==> config.mk <==
export PLATFORM = sky130hd
export DESIGN_NAME = tail_core
export DESIGN_NICKNAME = d
export VERILOG_FILES = /design/src/common/tail_pkg.sv /design/src/design/tail_core.sv
export SDC_FILE = /design/constraint.sdc
export NUM_CORES = 1
export LEC_CHECK = 0
export BUFFER_PORTS_ARGS = -buffer_cell sky130_fd_sc_hd__buf_2
export CAP_MARGIN = 10
export CORE_AREA = 3 3 97 99
export CTS_CLUSTER_DIAMETER = 150
export CTS_CLUSTER_SIZE = 14
export DETAILED_ROUTE_END_ITERATION = 8
export DIE_AREA = 0 0 100 102
export PLACE_DENSITY = 0.76
export SETUP_SLACK_MARGIN = 0.3
export SLEW_MARGIN = 20
export SYNTH_ARGS = -nofsm -noshare
export SYNTH_HDL_FRONTEND = slang
export SYNTH_SLANG_ARGS = --single-unit
==> constraint.sdc <==
create_clock -name ref_clk -period 1.7 [get_ports ref_clk]
set_input_delay 0 -clock ref_clk [delete_from_list [all_inputs] [get_ports ref_clk]]
set_output_delay 0 -clock ref_clk [all_outputs]
set_load 0.1 [all_outputs]
==> src/common/tail_pkg.sv <==
// Constants of the thermal alert and interrupt logic
package tail_pkg;

   // ----------------------------------------
   // Register addresses
   // ----------------------------------------
   localparam logic [7:0] ADDR_CTRL1 = 8'h00;
   localparam logic [7:0] ADDR_CTRL2 = 8'h01;
   localparam logic [7:0] ADDR_STAT1 = 8'h02;
   localparam logic [7:0] ADDR_STAT2 = 8'h03;
   localparam logic [7:0] ADDR_CTRL4 = 8'h04;
   localparam logic [7:0] ADDR_DEVID = 8'h3D;
   localparam logic [7:0] ADDR_VENID = 8'h3E;
   localparam logic [7:0] ADDR_CTRL3 = 8'h3F;

   // ----------------------------------------
   // Reset values and masks
   // ----------------------------------------
   localparam logic [7:0] RST_CTRL1 = 8'hD4;
   localparam logic [7:0] RST_CTRL2 = 8'h3D;
   localparam logic [7:0] RST_CTRL3 = 8'h82;
   localparam logic [7:0] RST_CTRL4 = 8'h08;
   localparam logic [7:0] RST_STAT = 8'h00;
   localparam logic [7:0] RD_RESERVED = 8'h00;
   localparam logic [7:0] CTRL4_RW_MASK = 8'hF8;
   localparam logic [7:0] STAT2_RW_MASK = 8'hF8;

   // ----------------------------------------
   // Control field positions
   // ----------------------------------------
   localparam int C1_THERM_IE = 7;
   localparam int C1_FAN_IE = 2;
   localparam int C1_GLOBAL_IE = 1;
   localparam int C2_SOFT_RST = 7;
   localparam int C2_PASSIVE_IE = 6;
   localparam int C2_REMOTE_IE = 5;
   localparam int C2_LOCAL_IE = 4;
   localparam int C2_FAIL_IE = 3;
   localparam int C4_IND_EN = 4;

   // ----------------------------------------
   // Status field positions
   // ----------------------------------------
   localparam int S1_LOCAL_LOW = 7;
   localparam int S1_LOCAL_HIGH = 6;
   localparam int S1_REMOTE_FAIL = 5;
   localparam int S1_REMOTE_THERM = 4;
   localparam int S1_REMOTE_LOW = 3;
   localparam int S1_REMOTE_HIGH = 2;
   localparam int S1_FAN_SLOW = 1;
   localparam int S1_FAN_FAST = 0;
   localparam int S2_THERM_IN = 7;
   localparam int S2_LOCAL_THERM = 6;
   localparam int S2_LOCAL_PASSIVE = 5;
   localparam int S2_LOCAL_CRIT = 4;
   localparam int S2_REMOTE_CRIT = 3;

   // ----------------------------------------
   // Critical hysteresis in degrees C
   // ----------------------------------------
   localparam logic signed [9:0] CRIT_HYST_DEG = 10'sh005;

endpackage : tail_pkg

==> src/design/tail_core.sv <==
// Alert and interrupt logic with its register file
// Summary of operation
// - Two active-low interrupt outputs: critical indicator and bus alert line.
// - Critical indicator is open-drain, signalling over-critical and sensor failure.
// - Indicator disabled floats; enabled it follows critical conditions and failure flag.
// - Each channel at or above its critical limit sets its own critical flag.
// - Reading status registers clears the over-critical flags.
// - Cleared critical flag re-arms only after temperature falls 5 C below limit.
// - Indicator pulled low while temperature at or above critical limit.
// - Indicator stays low until temperature falls 5 C below the limit.
// - Sensor short or open sets failure flag and forces indicator low.
// - Failure flag and low indicator hold until power-on or software reset.
// - Failure flag with its enable also asserts the bus alert line.
// - Out-of-limit events set status flags; alert only when enabled.
// - A generated interrupt pulls the open-drain alert line low.
// - Limit status bits stay set until condition ends and status read.
// - Alert stays low while out of limits and until status is read.
// - Clearing an enable masks only the alert, status still sets.
// - Per-source enables in control registers plus a global enable gate alert.
// - Every register is eight bits wide.
// - Reserved locations read zero and ignore writes.
`timescale 1ns/10ps
module tail_core #(
   parameter logic [7:0] DEVICE_ID = 8'h5A, // Arbitrary value
   parameter logic [7:0] VENDOR_ID = 8'hA5 // Arbitrary value
) (
   // Clock and reset
   input wire logic ref_clk,
   input wire logic reset,
   // Register port
   input wire logic [7:0] reg_addr,
   input wire logic reg_wr,
   input wire logic reg_rd,
   input wire logic [7:0] reg_wdata,
   output logic [7:0] reg_rdata,
   // Local channel events
   input wire logic local_low_cond,
   input wire logic local_high_cond,
   input wire logic local_therm_cond,
   input wire logic local_passive_cond,
   input wire logic [7:0] local_temp,
   input wire logic [7:0] local_crit_limit,
   // Remote channel events
   input wire logic remote_low_cond,
   input wire logic remote_high_cond,
   input wire logic remote_therm_cond,
   input wire logic remote_fail_cond,
   input wire logic [7:0] remote_temp,
   input wire logic [7:0] remote_crit_limit,
   // Fan and external events
   input wire logic fan_slow_cond,
   input wire logic fan_fast_cond,
   input wire logic therm_in_cond,
   // Critical indicator pin
   output logic critical_indicator_out,
   output logic critical_indicator_oe_n,
   // Bus alert pin
   output logic smbus_alert_out,
   output logic smbus_alert_oe_n,
   // Control values for the other blocks
   output logic [7:0] control_primary,
   output logic [7:0] control_secondary,
   output logic [7:0] control_tertiary,
   output logic [7:0] control_quaternary
);

   // ----------------------------------------
   // State
   // ----------------------------------------
   typedef struct packed {
      logic [7:0] ctrl1;
      logic [7:0] ctrl2;
      logic [7:0] ctrl3;
      logic [7:0] ctrl4;
      logic [7:0] stat1;
      logic [7:0] stat2;
      logic l_armed;
      logic r_armed;
      logic l_crit_act;
      logic r_crit_act;
      logic ind_oe_n;
      logic alert_oe_n;
      logic [7:0] rdata;
   } tail_state_s;

   localparam tail_state_s TAIL_RESET = '{
      ctrl1: tail_pkg::RST_CTRL1,
      ctrl2: tail_pkg::RST_CTRL2,
      ctrl3: tail_pkg::RST_CTRL3,
      ctrl4: tail_pkg::RST_CTRL4,
      stat1: tail_pkg::RST_STAT,
      stat2: tail_pkg::RST_STAT,
      l_armed: 1'b1,
      r_armed: 1'b1,
      l_crit_act: 1'b0,
      r_crit_act: 1'b0,
      ind_oe_n: 1'b1,
      alert_oe_n: 1'b1,
      rdata: tail_pkg::RD_RESERVED
   };

   tail_state_s state_r;
   tail_state_s state_nxt;

   // ----------------------------------------
   // Helpers
   // ----------------------------------------
   function automatic logic crit_hit(input logic [7:0] temp, input logic [7:0] lim);
      crit_hit = $signed(temp) >= $signed(lim);
   endfunction : crit_hit

   function automatic logic crit_release(input logic [7:0] temp, input logic [7:0] lim);
      logic signed [9:0] t;
      logic signed [9:0] l;
      t = $signed({temp[7], temp[7], temp});
      l = $signed({lim[7], lim[7], lim});
      crit_release = (t + tail_pkg::CRIT_HYST_DEG) <= l;
   endfunction : crit_release

   function automatic logic sticky(input logic cond, input logic flag, input logic rd_clr);
      sticky = cond | (flag & ~rd_clr);
   endfunction : sticky

   // ----------------------------------------
   // Next state
   // ----------------------------------------
   logic rd_stat1;
   logic rd_stat2;
   logic l_hit;
   logic r_hit;
   logic l_rel;
   logic r_rel;
   logic l_set;
   logic r_set;
   logic soft_rst;
   logic [7:0] mask1;
   logic [7:0] mask2;
   logic [7:0] rd_mux;
   logic rd_stat_any;
   logic [7:0] alert_src1;
   logic [7:0] alert_src2;
   logic alert_req;
   logic ind_req;

   always_comb
   begin
      rd_stat1 = reg_rd && (reg_addr == tail_pkg::ADDR_STAT1);
      rd_stat2 = reg_rd && (reg_addr == tail_pkg::ADDR_STAT2);
      rd_stat_any = rd_stat1 | rd_stat2;
      l_hit = crit_hit(local_temp, local_crit_limit);
      r_hit = crit_hit(remote_temp, remote_crit_limit);
      l_rel = crit_release(local_temp, local_crit_limit);
      r_rel = crit_release(remote_temp, remote_crit_limit);
      l_set = state_r.l_armed & l_hit;
      r_set = state_r.r_armed & r_hit;
      soft_rst = reg_wr && (reg_addr == tail_pkg::ADDR_CTRL2)
                 && reg_wdata[tail_pkg::C2_SOFT_RST];

      // Read data mux, eight bits wide, reserved reads zero
      case (reg_addr)
         tail_pkg::ADDR_CTRL1: rd_mux = state_r.ctrl1;
         tail_pkg::ADDR_CTRL2: rd_mux = state_r.ctrl2;
         tail_pkg::ADDR_STAT1: rd_mux = state_r.stat1;
         tail_pkg::ADDR_STAT2: rd_mux = state_r.stat2;
         tail_pkg::ADDR_CTRL4: rd_mux = state_r.ctrl4;
         tail_pkg::ADDR_DEVID: rd_mux = DEVICE_ID;
         tail_pkg::ADDR_VENID: rd_mux = VENDOR_ID;
         tail_pkg::ADDR_CTRL3: rd_mux = state_r.ctrl3;
         default: rd_mux = tail_pkg::RD_RESERVED;
      endcase
   end

   // ----------------------------------------
   // State update
   // ----------------------------------------
   always_comb
   begin
      state_nxt = state_r;
      if (reg_rd)
      begin
         state_nxt.rdata = rd_mux;
      end

      // Register writes; unmapped and read-only addresses ignore writes
      if (reg_wr)
      begin
         case (reg_addr)
            tail_pkg::ADDR_CTRL1: state_nxt.ctrl1 = reg_wdata;
            tail_pkg::ADDR_CTRL2: state_nxt.ctrl2 = reg_wdata;
            tail_pkg::ADDR_CTRL3: state_nxt.ctrl3 = reg_wdata;
            tail_pkg::ADDR_CTRL4: state_nxt.ctrl4 = reg_wdata & tail_pkg::CTRL4_RW_MASK;
            default: state_nxt.ctrl1 = state_r.ctrl1;
         endcase
      end

      // ----------------------------------------
      // Sticky limit flags, set wins over read clear
      // ----------------------------------------
      state_nxt.stat1[tail_pkg::S1_LOCAL_LOW] =
         sticky(local_low_cond, state_r.stat1[tail_pkg::S1_LOCAL_LOW], rd_stat1);
      state_nxt.stat1[tail_pkg::S1_LOCAL_HIGH] =
         sticky(local_high_cond, state_r.stat1[tail_pkg::S1_LOCAL_HIGH], rd_stat1);
      state_nxt.stat1[tail_pkg::S1_REMOTE_THERM] =
         sticky(remote_therm_cond, state_r.stat1[tail_pkg::S1_REMOTE_THERM], rd_stat1);
      state_nxt.stat1[tail_pkg::S1_REMOTE_LOW] =
         sticky(remote_low_cond, state_r.stat1[tail_pkg::S1_REMOTE_LOW], rd_stat1);
      state_nxt.stat1[tail_pkg::S1_REMOTE_HIGH] =
         sticky(remote_high_cond, state_r.stat1[tail_pkg::S1_REMOTE_HIGH], rd_stat1);
      state_nxt.stat1[tail_pkg::S1_FAN_SLOW] =
         sticky(fan_slow_cond, state_r.stat1[tail_pkg::S1_FAN_SLOW], rd_stat1);
      state_nxt.stat1[tail_pkg::S1_FAN_FAST] =
         sticky(fan_fast_cond, state_r.stat1[tail_pkg::S1_FAN_FAST], rd_stat1);
      state_nxt.stat2[tail_pkg::S2_THERM_IN] =
         sticky(therm_in_cond, state_r.stat2[tail_pkg::S2_THERM_IN], rd_stat2);
      state_nxt.stat2[tail_pkg::S2_LOCAL_THERM] =
         sticky(local_therm_cond, state_r.stat2[tail_pkg::S2_LOCAL_THERM], rd_stat2);
      state_nxt.stat2[tail_pkg::S2_LOCAL_PASSIVE] =
         sticky(local_passive_cond, state_r.stat2[tail_pkg::S2_LOCAL_PASSIVE], rd_stat2);

      // Sensor failure holds until reset, never cleared by a read
      state_nxt.stat1[tail_pkg::S1_REMOTE_FAIL] =
         state_r.stat1[tail_pkg::S1_REMOTE_FAIL] | remote_fail_cond;

      // ----------------------------------------
      // Critical flags: set once per excursion, cleared by a status read
      // ----------------------------------------
      state_nxt.stat2[tail_pkg::S2_LOCAL_CRIT] =
         l_set | (state_r.stat2[tail_pkg::S2_LOCAL_CRIT] & ~rd_stat_any);
      state_nxt.stat2[tail_pkg::S2_REMOTE_CRIT] =
         r_set | (state_r.stat2[tail_pkg::S2_REMOTE_CRIT] & ~rd_stat_any);
      state_nxt.stat2 = state_nxt.stat2 & tail_pkg::STAT2_RW_MASK;

      // ----------------------------------------
      // Re-arm only after falling through the hysteresis band
      // ----------------------------------------
      if (l_rel)
      begin
         state_nxt.l_armed = 1'b1;
      end
      else if (l_set)
      begin
         state_nxt.l_armed = 1'b0;
      end
      if (r_rel)
      begin
         state_nxt.r_armed = 1'b1;
      end
      else if (r_set)
      begin
         state_nxt.r_armed = 1'b0;
      end

      // ----------------------------------------
      // Critical condition with hysteresis drives the indicator
      // ----------------------------------------
      if (l_hit)
      begin
         state_nxt.l_crit_act = 1'b1;
      end
      else if (l_rel)
      begin
         state_nxt.l_crit_act = 1'b0;
      end
      if (r_hit)
      begin
         state_nxt.r_crit_act = 1'b1;
      end
      else if (r_rel)
      begin
         state_nxt.r_crit_act = 1'b0;
      end

      // Software reset restores every default except read data, failure flag included
      if (soft_rst)
      begin
         state_nxt = TAIL_RESET;
         state_nxt.rdata = state_r.rdata;
      end

      // ----------------------------------------
      // Alert source masks
      // ----------------------------------------
      mask1 = '0;
      mask1[tail_pkg::S1_LOCAL_LOW] = state_nxt.ctrl2[tail_pkg::C2_LOCAL_IE];
      mask1[tail_pkg::S1_LOCAL_HIGH] = state_nxt.ctrl2[tail_pkg::C2_LOCAL_IE];
      mask1[tail_pkg::S1_REMOTE_FAIL] = state_nxt.ctrl2[tail_pkg::C2_FAIL_IE];
      mask1[tail_pkg::S1_REMOTE_THERM] = state_nxt.ctrl1[tail_pkg::C1_THERM_IE];
      mask1[tail_pkg::S1_REMOTE_LOW] = state_nxt.ctrl2[tail_pkg::C2_REMOTE_IE];
      mask1[tail_pkg::S1_REMOTE_HIGH] = state_nxt.ctrl2[tail_pkg::C2_REMOTE_IE];
      mask1[tail_pkg::S1_FAN_SLOW] = state_nxt.ctrl1[tail_pkg::C1_FAN_IE];
      mask1[tail_pkg::S1_FAN_FAST] = state_nxt.ctrl1[tail_pkg::C1_FAN_IE];
      mask2 = '0;
      mask2[tail_pkg::S2_THERM_IN] = state_nxt.ctrl1[tail_pkg::C1_THERM_IE];
      mask2[tail_pkg::S2_LOCAL_THERM] = state_nxt.ctrl1[tail_pkg::C1_THERM_IE];
      mask2[tail_pkg::S2_LOCAL_PASSIVE] = state_nxt.ctrl2[tail_pkg::C2_PASSIVE_IE];
      mask2[tail_pkg::S2_LOCAL_CRIT] = state_nxt.ctrl1[tail_pkg::C1_THERM_IE];
      mask2[tail_pkg::S2_REMOTE_CRIT] = state_nxt.ctrl1[tail_pkg::C1_THERM_IE];

      // Alert pulled low by any enabled flag under the global enable
      alert_src1 = state_nxt.stat1 & mask1;
      alert_src2 = state_nxt.stat2 & mask2;
      alert_req = state_nxt.ctrl1[tail_pkg::C1_GLOBAL_IE]
                  & ((|alert_src1) | (|alert_src2));
      state_nxt.alert_oe_n = ~alert_req;

      // Indicator: OR of both critical conditions and the failure flag
      ind_req = state_nxt.l_crit_act | state_nxt.r_crit_act
                | state_nxt.stat1[tail_pkg::S1_REMOTE_FAIL];
      state_nxt.ind_oe_n = ~(state_nxt.ctrl4[tail_pkg::C4_IND_EN] & ind_req);
   end

   // ----------------------------------------
   // Registers
   // ----------------------------------------
   always_ff @(posedge ref_clk or posedge reset)
   begin
      if (reset)
      begin
         state_r <= TAIL_RESET;
      end
      else
      begin
         state_r <= state_nxt;
      end
   end

   // ----------------------------------------
   // Outputs
   // ----------------------------------------
   assign reg_rdata = state_r.rdata;
   assign critical_indicator_out = 1'b0;
   assign critical_indicator_oe_n = state_r.ind_oe_n;
   assign smbus_alert_out = 1'b0;
   assign smbus_alert_oe_n = state_r.alert_oe_n;
   assign control_primary = state_r.ctrl1;
   assign control_secondary = state_r.ctrl2;
   assign control_tertiary = state_r.ctrl3;
   assign control_quaternary = state_r.ctrl4;

endmodule : tail_core

==> impl_metrics.json <==
{
  "status": "finished with violations",
  "violations": "setup timing",
  "cap_violations": 0,
  "wl_per_cell_um": 17.10,
  "vdd_drop_max_v": 0.0003835,
  "drc": 0,
  "final.setup.worst_slack_ps": -175.5,
  "dieArea_sq_mm": 0.01020,
  "p_sw_share_pct": 36.53,
  "ant_nets": 0,
  "tritoncts": "yes",
  "antenna_found_initial": 1,
  "cts_buffer_depth": 2,
  "io-pin-count": 107,
  "worstHoldPathCells": 3,
  "final_util_pct": 63.95,
  "clock_power_share_pct": 24.2,
  "cp_data_required_time_ps": 1960,
  "port_buffers": 101,
  "fin_nets": 686,
  "layout-area-overhead-vs-synth_pct": 32.43,
  "worstPathArrival_ps": 2130,
  "numClockSinks": 56,
  "synth_area_leader_cell": "dfrtp_1",
  "wl_mm": 11.90,
  "h-tree-depth": 2,
  "cp_max_fo": 3,
  "use_met2_pct": 40.38,
  "synth-seq-cells": 56,
  "fp.dieW_um": 100,
  "slew_viol_final": 0,
  "intPower_mw": 2.314,
  "async_flop_share_pct": 100.0,
  "grt.overflow.total": 0,
  "switchingPower_mw": 1.332,
  "setup_viol": 3,
  "synth_top_area_share_pct": 24.00,
  "period_share_pct": 110.3,
  "grt_util_met1_pct": 30.03,
  "fin_hold_ws_ps": 49.85,
  "tns_ps": -331.2,
  "yosys-top-cells-area": "dfrtp_1, ha_1, dfstp_2",
  "synth_compound_area_share_pct": 18.03,
  "synth_top_family_by_area": "compound AO/OA/AOI/OAI gates",
  "cp-start-kind": "input pin",
  "finalHoldViolations": 0,
  "syn-cell-area_sq_mm": 0.004170,
  "grt_pass1_wl_mm": 19.19,
  "rsz0062_at_grt": "yes",
  "power_density_mw_per_mm2": 660.1,
  "reg2reg_slack_ps": 20,
  "synth_xor_area_share_pct": 2.520,
  "core_sq_mm": 0.008636,
  "power_frac_comb_pct": 35.4,
  "p_leak_nw": 2.699,
  "r2r-start": "state_r[28]",
  "muxShareOfSynthArea_pct": 5.491,
  "grt_pass1_vias": 3951,
  "grt_max_degree": 33,
  "die_y_um": 102,
  "gp_congestion": 0.9167,
  "yosys.area_share.simple_pct": 16.92,
  "dr.pass1.iters": 5,
  "rows": 34,
  "clkTransAtPathRegs_ps": 100,
  "grt_usage_pct": 23.57,
  "reg2regPathDepth": 5,
  "seqPwrFrac_pct": 40.4,
  "ys.flop_type": "dfrtp_1",
  "via_count": 3878,
  "postSynthCellCount": 446,
  "postSynthAreaPerCell_sq_um": 9.350,
  "whs_endpoint": "control_secondary[2]",
  "clock-skew-final_ps": 7.586,
  "max_freq_mhz": 533.2,
  "numCtsBuffers": 5,
  "diodes": 0,
  "initial_core_util_pct": 48.29,
  "crit_type": "in2reg",
  "crit_path_end_kind": "register",
  "r2r-end": "smbus_alert_oe_n",
  "yosys.cell_types.count": 66,
  "ys_seq_area_share_pct": 34.08,
  "synth-edff-count": 0,
  "clock_latency_ps": 320,
  "met3_usage_pct": 5.119,
  "relSlewSlack_pct": 62.81,
  "hold_class": "in2reg",
  "drt-vias-per-instance": 5.572,
  "tightestPinTransition_ps": 557.0,
  "place_hpwl_mm": 9.315,
  "drt-initial-drc-count": 210,
  "worstHoldStart": "reg_wdata[7]",
  "drive_above_1_share_pct": 40.99,
  "final.min_clock_period_ps": 1876,
  "clk_root_buffer_cell": "clkbuf_8",
  "grt_busiest_layer": "met2",
  "synth_warnings": 0,
  "synthAdderAreaFrac_pct": 10.80
}
## layer usage
metal | vias to the layer above | part of all wire, %
met5 | - | 0.059
met4 | 2 | 2.3
met3 | 32 | 7.5
met2 | 162 | 48
met1 | 1857 | 42
li1 | 1825 | -
## what timing repair did
action                                  in CTS  in global routing
buffers inserted                             8                  0
endpoints found under the setup margin      12                 14
hold buffers                                22                  0
pin swaps                                   23                 10
cloned                                       0                  0
hold endpoints to repair                    44                  0
gates resized for setup                     31                 18
## layout by cell type (no fill, tap or decap), types with 4 or more instances in the layout
master and n:
buf_2 96, buf_4 58, dfrtp_1 40, nand2_1 35, nor2_1 34, ha_1 33
inv_1 30, a21oi_1 26, dlygate4sd3_1 22, dfstp_2 16, nand3_1 13, a21o_1 11
o21ai_0 11, xnor2_1 9, a22o_1 8, a21oi_2 7, mux2i_1 6, and2_1 6
mux4_2 5, a22oi_2 5, conb_1 5, clkbuf_8 5, nor2b_1 4, nand4_1 4
o21ai_1 4, nand2b_1 4, o211ai_1 4, o21a_1 4, a31oi_1 4, buf_8 4
## registers in the layout, indices dropped and copies added (netlist names)
register / flops
reg_rdata: 8
state_r: 17
smbus_alert_oe_n: 1
control_secondary: 8
control_quaternary: 5
critical_indicator_oe_n: 1
control_primary: 8
control_tertiary: 8
## final cells by class
class / instances / area [sq um]
fill: 665 / 3113
multi-input combinational: 308 / 2472
sequential: 56 / 1421
timing repair buffer: 185 / 1270
tap: 108 / 135.1
inverter: 31 / 116.4
clock buffer: 6 / 72.57
clock inverter: 2 / 35.03
## cells in the mapped netlist, types with 3 or more instances
library cell  count
o211ai_1          4
a21oi_1          34
inv_1            31
nand2b_1          4
mux2i_1           6
clkbuf_1          7
dfrtp_1          40
nor3_1            4
mux2_2            3
and3_1            3
nor2_1           36
mux4_2            5
nor2b_1           4
o21a_1            4
xnor2_1           9
a22oi_1           5
o2111ai_1         3
a22o_1            8
a21o_1           11
ha_1             36
nand3_1          13
o21ai_0          15
dfstp_2          16
a31oi_1           5
nand2_1          35
buf_4            44
nor3_4            3
xor2_1            3
a211o_1           3
and2_1            6
nand4_1           4
## logic make-up (layout without fill, tap and decap cells)
| logic type | Yosys count | after routing |
|---|---|---|
| buf+inv | 86 | 224 |
| flops | 56 | 56 |
| mux | 16 | 16 |
| xor+xnor | 12 | 12 |
| fa+ha+maj | 36 | 36 |
| simple gates | 127 | 127 |
| compound gates | 112 | 112 |
| other cells | 1 | 5 |
## power groups by stage
stage / clock, mW / sequential (mW) / combinational [mW]
floorplan: 0 / 1.50 / 0.848
global placement: 0 / 1.49 / 1.11
detailed placement: 0 / 1.49 / 1.14
CTS: 0.895 / 1.47 / 1.25
global route: 0.942 / 1.48 / 1.38
finish: 0.883 / 1.47 / 1.29
## stage by stage
stage	instances	setup WS, ps	power [mW]	instance area [sq um]
CTS	696	-168.5	3.611	5446
finish	696	-175.5	3.645	5523
detailed placement	658	-557.8	2.637	4923
floorplan	450	-247.8	2.344	4239
global placement	658	-496.2	2.601	4923
global route	696	-271.2	3.806	5523
## critical path: stages
cell and delay (ps):
buf_8 100, ha_4 160, o2111ai_4 200, xnor2_1 140, ha_1 270, a21o_1 170, a211o_1 300, a2111oi_4 220
nor3_2 100, a221oi_2 260, a311o_1 200
## worst max-delay path by stage
stage	from	end	slack (ps)	cells after the start
6_report	remote_temp[1]	critical_indicator_oe_n	-180	11
5_1_grt	remote_temp[1]	critical_indicator_oe_n	-270	11
4_1_cts	remote_temp[1]	critical_indicator_oe_n	-170	11
3_5_place_dp	remote_temp[0]	critical_indicator_oe_n	-560	11
3_3_place_gp	remote_temp[0]	critical_indicator_oe_n	-500	11
2_1_floorplan	remote_temp[0]	critical_indicator_oe_n	-250	10
No activity file was read; power rests on OpenSTA's default activity.
